**src/rtl/flash_host_pkg.sv**
```systemverilog
`default_nettype none
package flash_host_pkg;
   // Geometry
   localparam int ADDR_W = 20;
   localparam int DATA_W = 16;
   localparam int CMD_W  = 8;
   localparam int SECTOR_LSB = 11;
   localparam int BLOCK_LSB  = 15;
   // Command addresses and codes
   localparam logic [19:0] ADDR_UNLOCK1 = 20'h00555;
   localparam logic [19:0] ADDR_UNLOCK2 = 20'h002AA;
   localparam logic [19:0] ADDR_QUERY1  = 20'h00055;
   localparam logic [19:0] ADDR_MAKER   = 20'h00000;
   localparam logic [19:0] ADDR_DEVCODE = 20'h00001;
   localparam logic [7:0]  CODE_UNLOCK1 = 8'hAA;
   localparam logic [7:0]  CODE_UNLOCK2 = 8'h55;
   localparam logic [7:0]  CODE_QUERY   = 8'h98;
   localparam logic [7:0]  CODE_QUERY1  = 8'h89;
   localparam logic [7:0]  CODE_SECID   = 8'h88;
   localparam logic [7:0]  CODE_IDENTRY = 8'h90;
   localparam logic [7:0]  CODE_EXIT    = 8'hF0;
   localparam logic [7:0]  CODE_PROGRAM = 8'hA0;
   localparam logic [7:0]  CODE_SECPROG = 8'hA5;
   localparam logic [7:0]  CODE_SECLOCK = 8'h85;
   localparam logic [7:0]  CODE_ERASE   = 8'h80;
   localparam logic [7:0]  CODE_SECTOR  = 8'h50;
   localparam logic [7:0]  CODE_BLOCK   = 8'h30;
   localparam logic [7:0]  CODE_CHIP    = 8'h10;
   localparam logic [7:0]  UPPER_FILL   = 8'h00;
   localparam int TOGGLE_BIT = 6;
   // Operations requested by the user
   typedef enum logic [3:0] {
      OP_READ     = 4'h0,
      OP_PROGRAM  = 4'h1,
      OP_SECTOR   = 4'h2,
      OP_BLOCK    = 4'h3,
      OP_CHIP     = 4'h4,
      OP_IDENTRY  = 4'h5,
      OP_QUERY3   = 4'h6,
      OP_QUERY1   = 4'h7,
      OP_SECENTRY = 4'h8,
      OP_EXIT     = 4'h9,
      OP_SECPROG  = 4'hA,
      OP_SECLOCK  = 4'hB
   } op_t;
   // Bus timing, ns
   localparam int CLK_NS        = 50;
   localparam int RC_NS         = 70;
   localparam int WP_NS         = 40;
   localparam int RC_CYC        = (RC_NS + CLK_NS - 1) / CLK_NS;
   localparam int WP_CYC        = (WP_NS + CLK_NS - 1) / CLK_NS;
   localparam int RESET_NS      = 500;
   localparam int RESET_CYC     = (RESET_NS + CLK_NS - 1) / CLK_NS;
   localparam int CNT_W         = 8;
endpackage
`default_nettype wire

```
**src/rtl/flash_bus_cycle.sv**
```systemverilog
`default_nettype none
// One read or write cycle on the flash pins
module flash_bus_cycle #(
   parameter int HOLD = flash_host_pkg::RC_CYC
) (
   // Clock and reset
   input  wire logic                                clk,
   input  wire logic                                reset,
   // Request
   input  wire logic                                start,
   input  wire logic                                isWrite,
   input  wire logic [flash_host_pkg::ADDR_W-1:0]   addr,
   input  wire logic [flash_host_pkg::DATA_W-1:0]   wdata,
   output logic                                     done,
   // Pins
   output logic                                     chipSel_n,
   output logic                                     outGate_n,
   output logic                                     writeStb_n,
   output logic [flash_host_pkg::ADDR_W-1:0]        addrOut,
   output logic [flash_host_pkg::DATA_W-1:0]        dataOut,
   output logic                                     dataOe_n
);
   if (HOLD < 1 || HOLD > 200) $error("HOLD out of range");
   logic [flash_host_pkg::CNT_W-1:0] cnt_q, cnt_d;
   logic busy_q, busy_d, done_d;
   logic cs_d, og_d, we_d, oe_d;
   logic [flash_host_pkg::ADDR_W-1:0] a_d;
   logic [flash_host_pkg::DATA_W-1:0] w_d;

   always_comb begin
      busy_d = busy_q;
      cnt_d  = cnt_q;
      done_d = 1'b0;
      cs_d = chipSel_n;
      og_d = outGate_n;
      we_d = writeStb_n;
      oe_d = dataOe_n;
      a_d  = addrOut;
      w_d  = dataOut;
      if (!busy_q && start) begin
         busy_d = 1'b1;
         cnt_d  = flash_host_pkg::CNT_W'(HOLD + 1);
         cs_d   = 1'b0;
         og_d   = isWrite;
         we_d   = !isWrite;
         oe_d   = !isWrite;
         a_d    = addr;
         w_d    = wdata;
      end else if (busy_q) begin
         cnt_d = cnt_q - 1'b1;
         if (cnt_q == 8'h01) begin
            we_d = 1'b1;
         end
         if (cnt_q == 8'h00) begin
            busy_d = 1'b0;
            done_d = 1'b1;
            cs_d = 1'b1;
            og_d = 1'b1;
            oe_d = 1'b1;
         end
      end
   end

   always_ff @(posedge clk) begin
      if (reset) begin
         busy_q <= 1'b0;
         cnt_q  <= '0;
         done   <= 1'b0;
         chipSel_n  <= 1'b1;
         outGate_n  <= 1'b1;
         writeStb_n <= 1'b1;
         dataOe_n   <= 1'b1;
         addrOut    <= '0;
         dataOut    <= '0;
      end else begin
         busy_q <= busy_d;
         cnt_q  <= cnt_d;
         done   <= done_d;
         chipSel_n  <= cs_d;
         outGate_n  <= og_d;
         writeStb_n <= we_d;
         dataOe_n   <= oe_d;
         addrOut    <= a_d;
         dataOut    <= w_d;
      end
   end
endmodule // flash_bus_cycle
`default_nettype wire

```
**src/rtl/flash_query_id_mode_logic.sv**
```systemverilog
`default_nettype none
// How it works
// - Upper data byte driven low in commands
// - Query entry: unlock pair, 98H at 555H
// - Query entry: single 89H at 55H
// - Query mode holds until exit command
// - Exit sequence returns device to read
// - User segment only via security program
// - Completion polled on toggle bit and ready/busy pin
// - Security entry 88H at 555H, exit command
// - Chip select low gates every cycle
module flash_query_id_mode_logic #(
   parameter int RESET_CYCLES = flash_host_pkg::RESET_CYC
) (
   // Clock and reset
   input  wire logic                                clk,
   input  wire logic                                reset,
   // User command port
   input  wire logic                                reqValid,
   input  wire flash_host_pkg::op_t                 reqOp,
   input  wire logic [flash_host_pkg::ADDR_W-1:0]   reqAddr,
   input  wire logic [flash_host_pkg::DATA_W-1:0]   reqData,
   output logic                                     reqReady,
   output logic                                     rspValid,
   output logic [flash_host_pkg::DATA_W-1:0]        rspData,
   // Flash pins
   output logic                                     chipSel_n,
   output logic                                     outGate_n,
   output logic                                     writeStb_n,
   output logic                                     hwReset_n,
   output logic                                     bootGuard_n,
   output logic [flash_host_pkg::ADDR_W-1:0]        addrOut,
   output logic [flash_host_pkg::DATA_W-1:0]        dataOut,
   output logic                                     dataOe_n,
   input  wire logic [flash_host_pkg::DATA_W-1:0]   dataIn,
   input  wire logic                                ready_busy_n,
   // Boot protect request
   input  wire logic                                protectBoot
);
   if (RESET_CYCLES < 1 || RESET_CYCLES > 255) $error("RESET_CYCLES out of range");

   typedef enum logic [5:0] {
      S_RESET = 6'b000001,
      S_IDLE  = 6'b000010,
      S_CMD   = 6'b000100,
      S_READ  = 6'b001000,
      S_POLL  = 6'b010000,
      S_WAIT  = 6'b100000
   } state_t;

   function automatic logic [flash_host_pkg::DATA_W-1:0] cmdWord(input logic [7:0] code);
      cmdWord = {flash_host_pkg::UPPER_FILL, code};
   endfunction

   ////////////////////////////////////////////////////////////////////////
   // Pin synchronisers
   logic [2:0] rbSync_q;
   logic [2:0] tgSync_q;
   logic       rbBusy;
   always_ff @(posedge clk) begin
      if (reset) begin
         rbSync_q <= 3'h7;
         tgSync_q <= 3'h0;
      end else begin
         rbSync_q <= {rbSync_q[1:0], ready_busy_n};
         tgSync_q <= {tgSync_q[1:0], dataIn[flash_host_pkg::TOGGLE_BIT]};
      end
   end
   assign rbBusy = !rbSync_q[1] && !rbSync_q[2];

   ////////////////////////////////////////////////////////////////////////
   // Sequencer
   state_t state_q, state_d;
   logic [2:0] step_q, step_d, last_q, last_d;
   logic [7:0] rcnt_q, rcnt_d;
   flash_host_pkg::op_t op_q, op_d;
   logic [flash_host_pkg::ADDR_W-1:0] ra_q, ra_d;
   logic [flash_host_pkg::DATA_W-1:0] rd_q, rd_d;
   logic prevTg_q, prevTg_d;
   logic reqReady_d, rspValid_d, hwRst_d, guard_d;
   logic [flash_host_pkg::DATA_W-1:0] rspData_d;
   logic cycStart, cycWrite, cycDone;
   logic [flash_host_pkg::ADDR_W-1:0] cycAddr;
   logic [flash_host_pkg::DATA_W-1:0] cycData;

   // Command step table: address and data of write number step
   always_comb begin
      cycAddr = flash_host_pkg::ADDR_UNLOCK1;
      cycData = cmdWord(flash_host_pkg::CODE_UNLOCK1);
      if (step_q == 3'h1 || step_q == 3'h4) begin
         cycAddr = flash_host_pkg::ADDR_UNLOCK2;
         cycData = cmdWord(flash_host_pkg::CODE_UNLOCK2);
      end else if (step_q == 3'h3) begin
         cycData = cmdWord(flash_host_pkg::CODE_UNLOCK1);
      end else if (step_q == 3'h2) begin
         case (op_q)
            flash_host_pkg::OP_PROGRAM:  cycData = cmdWord(flash_host_pkg::CODE_PROGRAM);
            flash_host_pkg::OP_SECPROG:  cycData = cmdWord(flash_host_pkg::CODE_SECPROG);
            flash_host_pkg::OP_SECLOCK:  cycData = cmdWord(flash_host_pkg::CODE_SECLOCK);
            flash_host_pkg::OP_IDENTRY:  cycData = cmdWord(flash_host_pkg::CODE_IDENTRY);
            flash_host_pkg::OP_QUERY3:   cycData = cmdWord(flash_host_pkg::CODE_QUERY);
            flash_host_pkg::OP_SECENTRY: cycData = cmdWord(flash_host_pkg::CODE_SECID);
            flash_host_pkg::OP_EXIT:     cycData = cmdWord(flash_host_pkg::CODE_EXIT);
            default:                     cycData = cmdWord(flash_host_pkg::CODE_ERASE);
         endcase
      end
      if (op_q == flash_host_pkg::OP_QUERY1) begin
         cycAddr = flash_host_pkg::ADDR_QUERY1;
         cycData = cmdWord(flash_host_pkg::CODE_QUERY1);
      end else if (step_q == last_q && op_q != flash_host_pkg::OP_IDENTRY
                   && op_q != flash_host_pkg::OP_QUERY3 && op_q != flash_host_pkg::OP_SECENTRY
                   && op_q != flash_host_pkg::OP_EXIT) begin
         cycAddr = ra_q;
         case (op_q)
            flash_host_pkg::OP_SECTOR: begin
               cycAddr = {ra_q[19:flash_host_pkg::SECTOR_LSB], 11'h000};
               cycData = cmdWord(flash_host_pkg::CODE_SECTOR);
            end
            flash_host_pkg::OP_BLOCK: begin
               cycAddr = {ra_q[19:flash_host_pkg::BLOCK_LSB], 15'h0000};
               cycData = cmdWord(flash_host_pkg::CODE_BLOCK);
            end
            flash_host_pkg::OP_CHIP: begin
               cycAddr = flash_host_pkg::ADDR_UNLOCK1;
               cycData = cmdWord(flash_host_pkg::CODE_CHIP);
            end
            flash_host_pkg::OP_SECLOCK: cycData = cmdWord(8'h00);
            default: cycData = rd_q;
         endcase
      end
   end

   always_comb begin
      state_d = state_q;
      step_d = step_q;
      last_d = last_q;
      rcnt_d = rcnt_q;
      op_d = op_q;
      ra_d = ra_q;
      rd_d = rd_q;
      prevTg_d = prevTg_q;
      reqReady_d = 1'b0;
      rspValid_d = 1'b0;
      rspData_d = rspData;
      hwRst_d = 1'b1;
      guard_d = !protectBoot;
      cycStart = 1'b0;
      cycWrite = 1'b1;
      case (state_q)
         S_RESET: begin
            hwRst_d = 1'b0;
            rcnt_d = rcnt_q - 1'b1;
            if (rcnt_q == 8'h00) begin
               hwRst_d = 1'b1;
               state_d = S_IDLE;
               reqReady_d = 1'b1;
            end
         end
         S_IDLE: begin
            reqReady_d = 1'b1;
            if (reqValid) begin
               reqReady_d = 1'b0;
               op_d = reqOp;
               ra_d = reqAddr;
               rd_d = reqData;
               step_d = 3'h0;
               case (reqOp)
                  flash_host_pkg::OP_READ:   last_d = 3'h0;
                  flash_host_pkg::OP_QUERY1: last_d = 3'h0;
                  flash_host_pkg::OP_SECTOR,
                  flash_host_pkg::OP_BLOCK,
                  flash_host_pkg::OP_CHIP:   last_d = 3'h5;
                  default:                   last_d = 3'h3;
               endcase
               if (reqOp == flash_host_pkg::OP_IDENTRY || reqOp == flash_host_pkg::OP_QUERY3
                   || reqOp == flash_host_pkg::OP_SECENTRY || reqOp == flash_host_pkg::OP_EXIT) begin
                  last_d = 3'h2;
               end
               if (reqOp == flash_host_pkg::OP_READ) begin
                  state_d = S_READ;
               end else if (reqOp == flash_host_pkg::OP_EXIT && rbBusy) begin
                  state_d = S_WAIT;
               end else begin
                  state_d = S_CMD;
               end
            end
         end
         S_WAIT: begin
            if (!rbBusy) begin
               state_d = S_CMD;
            end
         end
         S_CMD: begin
            cycStart = 1'b1;
            if (cycDone) begin
               cycStart = 1'b0;
               step_d = step_q + 1'b1;
               if (step_q == last_q) begin
                  if (op_q == flash_host_pkg::OP_PROGRAM || op_q == flash_host_pkg::OP_SECPROG
                      || op_q == flash_host_pkg::OP_SECLOCK || last_q == 3'h5) begin
                     state_d = S_POLL;
                     ra_d = cycAddr;
                     prevTg_d = tgSync_q[2];
                  end else begin
                     state_d = S_IDLE;
                     rspValid_d = 1'b1;
                     reqReady_d = 1'b1;
                  end
               end
            end
         end
         S_READ: begin
            cycStart = 1'b1;
            cycWrite = 1'b0;
            if (cycDone) begin
               cycStart = 1'b0;
               rspData_d = dataIn;
               rspValid_d = 1'b1;
               reqReady_d = 1'b1;
               state_d = S_IDLE;
            end
         end
         S_POLL: begin
            cycStart = 1'b1;
            cycWrite = 1'b0;
            if (cycDone) begin
               cycStart = 1'b0;
               prevTg_d = tgSync_q[2];
               if (tgSync_q[2] == prevTg_q && !rbBusy) begin
                  rspData_d = dataIn;
                  rspValid_d = 1'b1;
                  reqReady_d = 1'b1;
                  state_d = S_IDLE;
               end
            end
         end
         default: state_d = S_RESET;
      endcase
   end

   always_ff @(posedge clk) begin
      if (reset) begin
         state_q <= S_RESET;
         step_q <= '0;
         last_q <= '0;
         rcnt_q <= 8'(RESET_CYCLES);
         op_q <= flash_host_pkg::OP_READ;
         ra_q <= '0;
         rd_q <= '0;
         prevTg_q <= 1'b0;
         reqReady <= 1'b0;
         rspValid <= 1'b0;
         rspData <= '0;
         hwReset_n <= 1'b0;
         bootGuard_n <= 1'b1;
      end else begin
         state_q <= state_d;
         step_q <= step_d;
         last_q <= last_d;
         rcnt_q <= rcnt_d;
         op_q <= op_d;
         ra_q <= ra_d;
         rd_q <= rd_d;
         prevTg_q <= prevTg_d;
         reqReady <= reqReady_d;
         rspValid <= rspValid_d;
         rspData <= rspData_d;
         hwReset_n <= hwRst_d;
         bootGuard_n <= guard_d;
      end
   end

   ////////////////////////////////////////////////////////////////////////
   // Pin cycle engine
   flash_bus_cycle #(
      .HOLD (flash_host_pkg::RC_CYC)
   ) cycle (
      .clk        (clk),
      .reset      (reset),
      .start      (cycStart),
      .isWrite    (cycWrite),
      .addr       (state_q == S_CMD ? cycAddr : ra_q),
      .wdata      (cycData),
      .done       (cycDone),
      .chipSel_n  (chipSel_n),
      .outGate_n  (outGate_n),
      .writeStb_n (writeStb_n),
      .addrOut    (addrOut),
      .dataOut    (dataOut),
      .dataOe_n   (dataOe_n)
   );
endmodule // flash_query_id_mode_logic
`default_nettype wire

```
**config.mk**
```make
export PLATFORM = sky130hd
export DESIGN_NAME = flash_query_id_mode_logic
export DESIGN_NICKNAME = d
export VERILOG_FILES = /design/src/rtl/flash_host_pkg.sv /design/src/rtl/flash_bus_cycle.sv /design/src/rtl/flash_query_id_mode_logic.sv
export SDC_FILE = /design/constraint.sdc
export NUM_CORES = 1
export LEC_CHECK = 0
export ABC_CLOCK_PERIOD_IN_PS = 2400
export BUFFER_PORTS_ARGS = -buffer_cell sky130_fd_sc_hd__buf_2
export CORE_ASPECT_RATIO = 0.75
export CORE_MARGIN = 1
export CORE_UTILIZATION = 44
export DETAILED_ROUTE_END_ITERATION = 8
export GPL_TIMING_DRIVEN = 0
export PLACE_DENSITY = 0.66
export SYNTH_ARGS = -nofsm -noshare
export SYNTH_HDL_FRONTEND = slang
export SYNTH_SLANG_ARGS = --single-unit
```
**constraint.sdc**
```tcl
create_clock -name clk -period 2.4 [get_ports clk]
set_input_delay 0.6 -clock clk [delete_from_list [all_inputs] [get_ports clk]]
set_output_delay 0.6 -clock clk [all_outputs]
set_load 0.01 [all_outputs]
```
Yosys cells after proc, flatten, opt, wreduce, memory -nomap -nowiden
Index checks and enable logic that the tools add are counted.
Widths: inputs -> output; s select.
- register bits: 137
- bits of input ports: 61
- output and inout bits: 60
- word-level logic and storage cells: 189
- $add $sub $neg: 3
- eq/ne operators: 46
- mux-type cells: 71
- bitwise logic cells: 1
- reductions and logical operators: 43
- operators with widths (operator ; count):
    $mux 20 ; 7
    $mux 16 ; 5
    $pmux 16 s4 ; 1
    $mux 6 ; 10
    $pmux 20 s3 ; 1
    $pmux 7 s7 ; 1
    $pmux 20 s2 ; 1
    $pmux 6 s6 ; 1
    $eq 4x3->1 const B ; 8
    $pmux 16 s2 ; 1
    $mux 1 ; 28
    $eq 4x4->1 const B ; 6
    $eq 4x2->1 const B ; 4
    $logic_not 8->1 ; 2
    $sub 8x1->8 const B ; 2
    $mux 7 ; 2
    $ne 2x2->1 const B ; 6
    $pmux 3 s2 ; 2
    $reduce_bool 2->1 ; 6
    $mux 11 ; 1
    $reduce_and 5->1 ; 2
    $mux 3 ; 3
    $reduce_or 3->1 ; 3
    $eq 8x1->1 const B ; 1
    other kinds (32) ; 60

Logic depth before layout (Yosys ltp)
Gate-level depths: netlist of run 1.
- depth after elaboration: 11
- gate-level depth with buffers: 8
- gate-level depth less buffers: 8

Cells and area by module
A second synthesis of run 1 with hierarchy kept.
- cells, all modules: 800
- area total of the unflattened synthesis: 6466.2 sq um
- modules (own cells, without submodules) (module ; instances ; cells an instance ; area an instance (sq um)):
    flash_query_id_mode_logic ; 1 ; 575 ; 4604.4
    flash_bus_cycle ; 1 ; 225 ; 1861.8

Worst setup path before layout of run 1
Ideal clock, no wire load.
- path kind: reg2reg
- from: register state_q[5]
- to: register cycle.dataOut[4] (netlist name)
- arrival time: 1971 ps
- setup slack: 342 ps
- cell stages (with the launch flop): 7
- cells stage by stage: dfxtp_1 -> or3_4 -> nor3_4 -> o21ai_2 -> or3_4 -> or2_1 -> o31ai_1
- cells in the longest elaborated chain, start to end: 4
- elaborated cells between the ends (all ways): 6
- RTL lines (item ; line ; RTL):
    start, declared ; flash_query_id_mode_logic.sv:73 ; state_t state_q, state_d;
    start signal, assigned ; flash_query_id_mode_logic.sv:257 ; state_q <= state_d;
    $eq 6x3->1 (tied with other cells) ; flash_query_id_mode_logic.sv:149 ; case (state_q)
    $reduce_or 3->1 (no source line) (*) ; n/a ;
    $mux 1 (*) ; n/a ;
    $logic_and 1x1->1 (*) ; flash_bus_cycle.sv:40 ; if (!busy_q && start) begin
    end signal, assigned ; flash_bus_cycle.sv:84 ; dataOut <= w_d;
    end, declared ; flash_bus_cycle.sv:20 ; output logic [flash_host_pkg::DATA_W-1:0] dataOut,
Mark *: on every way between the ends. The rest lies on a longest branch, timed or not.
A chain may end at the register's enable or synchronous reset.

Worst setup path after layout of run 1
- from: register state_q[4]
- to: register cycle.dataOut[4] (netlist name)
Same word-level chain as after synthesis.

==> impl_results.md, run 1 <==
* Global Route Usage Sum at 23.0%
* Number of H-tree levels at 4
* Fmax at ~430 MHz
* Reg-to-reg startpoint: state_q[4]
* Number of port buffers at between 100 and 150
* Nets@finish at 905
* Vias in the first global route at roughly 5100
* Kind of critical path: register to register
* Worst-Margin Slew at around 590 ps
* Synthesized flop and latch total at 137
* Grt ovf at 0
* CTS root buf: clkbuf_16
* Outcome: complete, no violations
* P_leak at roughly 3.0 nW
* Maximum fanout along the worst path at 9
* Avg WL per Cell at roughly 15 um
* Std cell rows at 36
* CTS tree: built
* Core ar. at around 13000 um2
* CP cell instances: buf_2 -> nor4_4 -> and2_4 -> o21ai_2 -> or3_4 -> or2_1 -> o31ai_1
* Reg2reg end: cycle.dataOut[4]
* Post-synth ARST share at 0%
* Via/cell ratio at between 5 and 6
* Max Slew Vio Count at 0
* CTS buffer count at 17
* CP arrival at between 2000 and 3000 ps
* Synth unique cells at 61
* Max-cap violations at 0
* 1st-iter DRT viols at between 400 and 500
* Antenna violations before repair at 0
* Critical Path RT at roughly 2700 ps
* Initial core utilization at a little under half
* Area grow syn2layout at 25.6%
* Register Area at 2740 um2
* Syn Area/Cell at between 8 and 9 um2
* DRC at 0
* Most frequent cells in the layout: dfxtp_1 (137), buf_2 (124), nor2_1 (94)
* Hold Crit Start: protectBoot
* Yosys top cell by area: dfxtp_1
* TNS Setup at 0 ps
* Leading cell type in the layout, fill and taps excluded: dfxtp_1
* Largest net degree at the start of global routing at 17
* P per Cell Area at 713 nW/um2
* Vias at around 5500
* Crit end category: register
* Detailed Route WL at about 16000 um
* Synth Cell Area at about 5900 um2
* Slowest cell on crit path: or3_4
* Share of cells above drive strength 1 at a little under a quarter
* Yosys top cell area share at about 46%
* Multi-input gate area at between 3000 and 4000 um2
* Total Power at 5.32 mW
* Clk_lat worst skew at around 420 ps
* Num Clock Sinks at ~140
* CP peak stage delay at ~450 ps
* DIE HEIGHT at about 100 um
* EDFF count, synth at 0
* Die Footprint at about 14000 um2
* Hold Crit Depth at 2
* First-pass GRT wire length at approximately 25000 um
* Worst Hold End: bootGuard_n
* R2R Setup Slk at roughly 73 ps
* Dpl hpwl at approximately 12000 um
* Worst ir drop on vdd at ~0.53 mV
* Number of routed nets with antenna violations at 0
* Final period utilization at a little over nine tenths
* Mapped Nets at approximately 760
* Final GP Congestion at slightly below 0.9
* Cts hold-fix bufs at 0
* Final cell count without fillers at approximately 1000
* TritonRoute pass-1 iters at 5
* Antenna diodes at 0
* Top_reg_cell synth: dfxtp_1
* Sequential area share after synthesis at between 40% and 50%
* Ys Warns at 0
* Worst reg-to-reg path cell count at 7
* Placed Cells incl. Taps at between 900 and 1000
* HP Class: input port to register
* Reg clk slew, reported paths at about 60 ps
* Largest cells by area after synthesis: dfxtp_1 (46%), nor2_1 (5.9%), a21oi_1 (5.0%)
* I/O pin count at around 120
* Final Hold Vio Count at 0
* Critical Path Source Type: register
* Final setup viols at 0
* Syn Inst Count at between 600 and 700
* Max clock buf depth at 2
* Die width at 136 um
* Fillers at 1261
* Clk_skew at 11.3 ps
* Worst rel slew slack at 60.7%
* Final period demand of the worst path at about 2300 ps
-- report_power, final --
part,internal (mW),switching [mW]
Clock,1.39,1.11
Combinational,0.186,0.246
Sequential,2.33,0.0563
-- flip-flops by register name, indices dropped and copies added (netlist names), 3 cells and up --
signal,cells
cycle.cnt_q,8
rd_q,16
rspData,16
rcnt_q,8
ra_q,20
rbSync_q,3
op_q,4
cycle.addrOut,20
last_q,3
cycle.dataOut,16
step_q,3
tgSync_q,3
state_q,6
-- critical path, delay by kind of cell (launching register included) --
family          cells  cell delay [ps]
simple gates        4             1360
compound gates      2              400
flops               1              310
buf+inv             1              180
-- cell families after synthesis --
kind of cell	count (synthesis)	synth area share, %
XOR/XNOR	19	2.80
buffers and inverters	56	3.71
AO/OA/AOI/OAI	167	18.7
adder cells (fa/ha/maj)	9	1.90
AND/OR/NAND/NOR	283	23.0
flip-flops	137	46.2
multiplexers	22	3.73
-- synthesized netlist by cell type, types with 5 or more instances --
master / instances
a21o_1: 9
and3_1: 5
buf_2: 5
nand2_1: 70
nor2_1: 94
nand3_1: 12
mux2i_1: 21
xnor2_1: 13
or2_2: 6
a21oi_1: 59
ha_1: 9
nand2b_1: 9
a22o_1: 18
dfxtp_1: 137
nor4_1: 6
a22oi_1: 10
xor2_1: 6
a211oi_1: 22
and2_1: 5
nor2b_1: 12
inv_1: 11
nor3_1: 34
clkbuf_1: 38
o21ai_0: 16
-- routing by layer --
| metal | routed length (um) | share of wire [%] | global-route usage, % | up-vias |
|---|---|---|---|---|
| li1 | - | - | - | 2733 |
| met1 | 7420 | 47 | 30.9 | 2608 |
| met2 | 7170 | 45 | 36.8 | 179 |
| met3 | 966 | 6.1 | 5.65 | 21 |
| met4 | 219 | 1.4 | 6.50 | 0 |
| met5 | 0 | 0 | 0 | - |
-- per-stage QoR --
stage	area, um2	worst slack, ps	util [%]	hold slack (ps)
6_report	7460	72.8	57.1	340
3_3_place_gp	6750	-164	51.7	398
5_1_grt	7460	-5.72	57.1	348
2_1_floorplan	5940	342	-	389
3_5_place_dp	6750	-178	51.7	408
4_1_cts	7350	10.1	56.3	333
-- repair_timing --
item	in CTS	in global routing
setup endpoints to repair	26	82
cloned	0	0
resized for setup	8	27
setup buffers	0	3
pin swaps	0	2
-- area by class of cell --
class,instances,area share [%]
Timing Repair Buffer,123,8.35
Clock inverter,14,1.68
Inverter,11,0.553
Sequential cell,137,36.8
Tap cell,171,2.87
Clock buffer,18,5.89
Buffer,45,2.55
Multi-Input combinational cell,500,41.4
-- how the worst max path moves through the flow --
stage | end | startpoint | depth (start not counted) | slack (ps)
floorplan | cycle.dataOut[4] | state_q[5] | 6 | 340
global placement | cycle.addrOut[14] | step_q[2] | 7 | -160
detailed placement | cycle.addrOut[13] | step_q[2] | 7 | -180
CTS | cycle.dataOut[4] | state_q[1] | 6 | 10
global route | cycle.dataOut[4] | state_q[5] | 6 | -6
finish | cycle.dataOut[4] | state_q[4] | 7 | 70
No activity file was read; power rests on OpenSTA's default activity.
==> inputs of run 2 (changes only) <==
--- a/config.mk
+++ b/config.mk
@@ -7,11 +7,10 @@
 export LEC_CHECK = 0
 export ABC_CLOCK_PERIOD_IN_PS = 2400
 export BUFFER_PORTS_ARGS = -buffer_cell sky130_fd_sc_hd__buf_2
-export CORE_ASPECT_RATIO = 0.75
+export CORE_ASPECT_RATIO = 0.6
 export CORE_MARGIN = 1
 export CORE_UTILIZATION = 44
 export DETAILED_ROUTE_END_ITERATION = 8
-export GPL_TIMING_DRIVEN = 0
 export PLACE_DENSITY = 0.66
 export SYNTH_ARGS = -nofsm -noshare
 export SYNTH_HDL_FRONTEND = slang
==> run 2 against run 1 <==
The run now ends with design-rule violations left; hold slack gained 7.0 ps; maximum frequency grew 2.3%; total power grew 0.38%; largest cell class unchanged; combinational power is essentially flat.
==> impl_results.md, run 2 (synthesis results as in run 1) <==
* Num Clock Sinks at 137 (unchanged)
* Die width at 152 um (was 136 um)
* Max clock buf depth at 2 (unchanged)
* Share of cells above drive strength 1 at 24.3% (was 23.5%)
* Leading cell type in the layout, fill and taps excluded: dfxtp_1 (unchanged)
* Clk_lat worst skew at 420 ps (about the same)
* Final Core Density at 56.9% (was 57.1%)
* Std cell rows at 32 (was 36)
* Area grow syn2layout at 24.8% (was 25.6%)
* Met1 Routed Length at 7260 um (was 7420 um)
* Global Route Usage Sum at 23.0% (about the same)
* Cell mode on critical path: or3_4
* DR top layer: met5 (was met4)
* Most frequent cells in the layout: dfxtp_1 (137), buf_2 (119), nor2_1 (94) (was dfxtp_1 (137), buf_2 (124), nor2_1 (94))
* Clk_skew at 12.7 ps (was 11.3 ps)
* Outcome: finished, violations left (was complete, no violations)
* RSZ-0062 raised after global routing: no
* Antenna diodes at 0 (unchanged)
* Antenna violations before repair at 2 (was 0)
* Vias in the first global route at 5310 (was 5127)
* HP Class: input port to register (unchanged)
* Crit end category: register (unchanged)
* Number of routed nets with antenna violations at 0 (unchanged)
* Final period demand of the worst path at 2270 ps (was 2330 ps)
* P per Cell Area at 721 nW/um2 (was 713 nW/um2)
* DRC at 14 (was 0)
* Via/cell ratio at 5.57 (was 5.44)
* Core ar. at 13000 um2 (was 13100 um2)
* Largest net degree at the start of global routing at 45 (was 17)
* Max Slew Vio Count at 0 (unchanged)
* Grt ovf at 0 (unchanged)
* Final GP Congestion at 0.936 (was 0.865)
* Number of port buffers at 120 (unchanged)
* Critical Path Source Type: register (unchanged)
* TNS Setup at 0 ps (unchanged)
* CP cell instances: or3_4 -> nor3_4 -> o21ai_2 -> or3_4 -> or2_1 -> o31ai_1 (was buf_2 -> nor4_4 -> and2_4 -> o21ai_2 -> or3_4 -> or2_1 -> o31ai_1)
* Number of H-tree levels at 4 (unchanged)
* Maximum fanout along the worst path at 8 (was 9)
* 1st-iter DRT viols at 339 (was 404)
* Fmax at 440 MHz (was 430 MHz)
* Total Power at 5.34 mW (was 5.32 mW)
* Slowest cell on crit path: or3_4 (unchanged)
* Worst-Margin Slew at 506 ps (was 590 ps)
* DIE HEIGHT at 92.0 um (was 103 um)
* TritonRoute pass-1 iters at 9 (was 5)
* Initial core utilization at 45.6% (was 45.5%)
* CTS tree: built (unchanged)
* Final period utilization at 94.8% (was 97.0%)
* Nets@finish at 886 (was 905)
* Vias at 5557 (was 5541)
* CP arrival at 2600 ps (was 2660 ps)
* WL met2 at 7030 um (was 7170 um)
* Max-cap violations at 0 (unchanged)
* Routed wl met3 at 1210 um (was 966 um)
* Dpl hpwl at 11300 um (was 11500 um)
* First-pass GRT wire length at 25600 um (was 25100 um)
* Multi-input gate area at 3000 um2 (was 3090 um2)
* Detailed Route WL at 15600 um (was 15800 um)
* Final Hold Vio Count at 0 (unchanged)
* Die Footprint at 14000 um2 (about the same)
* Avg WL per Cell at 15.6 um (was 15.5 um)
* I/O pin count at 121 (unchanged)
* Failing checks: design-rule violations
* Final setup viols at 0 (unchanged)
* CTS root buf: clkbuf_16 (unchanged)
* P_leak at 2.98 nW (was 2.95 nW)
* Worst hold margin at 347 ps (was 340 ps)
* Critical Path RT at 2720 ps (was 2740 ps)
* Kind of critical path: register to register (unchanged)
* CP peak stage delay at 430 ps (was 450 ps)
* Worst ir drop on vdd at 0.513 mV (was 0.527 mV)
* Top Registers: cycle.addrOut: 20 flops, ra_q: 20 flops (unchanged)
* CTS buffer count at 17 (unchanged)
* Fillers at 1162 (was 1261)
* Worst rel slew slack at 65.3% (was 60.7%)
* Reg clk slew, reported paths at 60 ps (about the same)
* Register Area at 2740 um2 (unchanged)
==> run 2: worst paths after layout <==
path,start,slack [ps],depth (start not counted),to
worst min-delay path,protectBoot,350,2,bootGuard_n
worst max register to register,state_q[1],130,6,cycle.dataOut[4]
worst min register to register,rbSync_q[0],410,1,rbSync_q[1]
worst max-delay path,state_q[1],130,6,cycle.dataOut[4]
==> run 2: critical path, delay by kind of cell (launching register included) <==
family | cells | cell delay [ps]
flops | 1 | 390
compound gates | 2 | 350
simple gates | 4 | 1430
==> run 2: metrics by stage <==
step / cell area [um2] / std cells / worst slack (ps)
after floorplan: 5940 / 693 / 342
after global placement: 6820 / 967 / 159
after detailed placement: 6820 / 967 / 64.1
after CTS: 7390 / 998 / 22.5
after global routing: 7410 / 998 / 4.34
final: 7410 / 998 / 125
==> run 2: timing repair <==
| item | in CTS | in global routing |
|---|---|---|
| buffers inserted | 0 | 0 |
| hold buffers | 0 | 0 |
| endpoints found under the setup margin | 0 | 30 |
| resized for setup | 0 | 6 |
==> run 2: final cells by class <==
cell class | instances | area share [%]
Inverter | 11 | 0.557
Multi-Input combinational cell | 500 | 40.4
Clock inverter | 12 | 1.71
Timing Repair Buffer | 149 | 11.4
Tap cell | 170 | 2.87
Sequential cell | 137 | 37.0
Clock buffer | 19 | 5.98
==> run 2: routing by layer <==
layer	global-route usage [%]	vias to the layer above
li1	-	2693
met1	30.6	2617
met2	36.3	231
met3	7.33	14
met4	5.44	2
met5	0	-
==> run 2: power by group <==
group / leakage [nW] / internal (mW) / switching (mW)
combinational: 1.59 / 0.198 / 0.235
clock: 0.279 / 1.55 / 0.970
sequential: 1.11 / 2.33 / 0.0552
total: 2.98 / 4.08 / 1.26
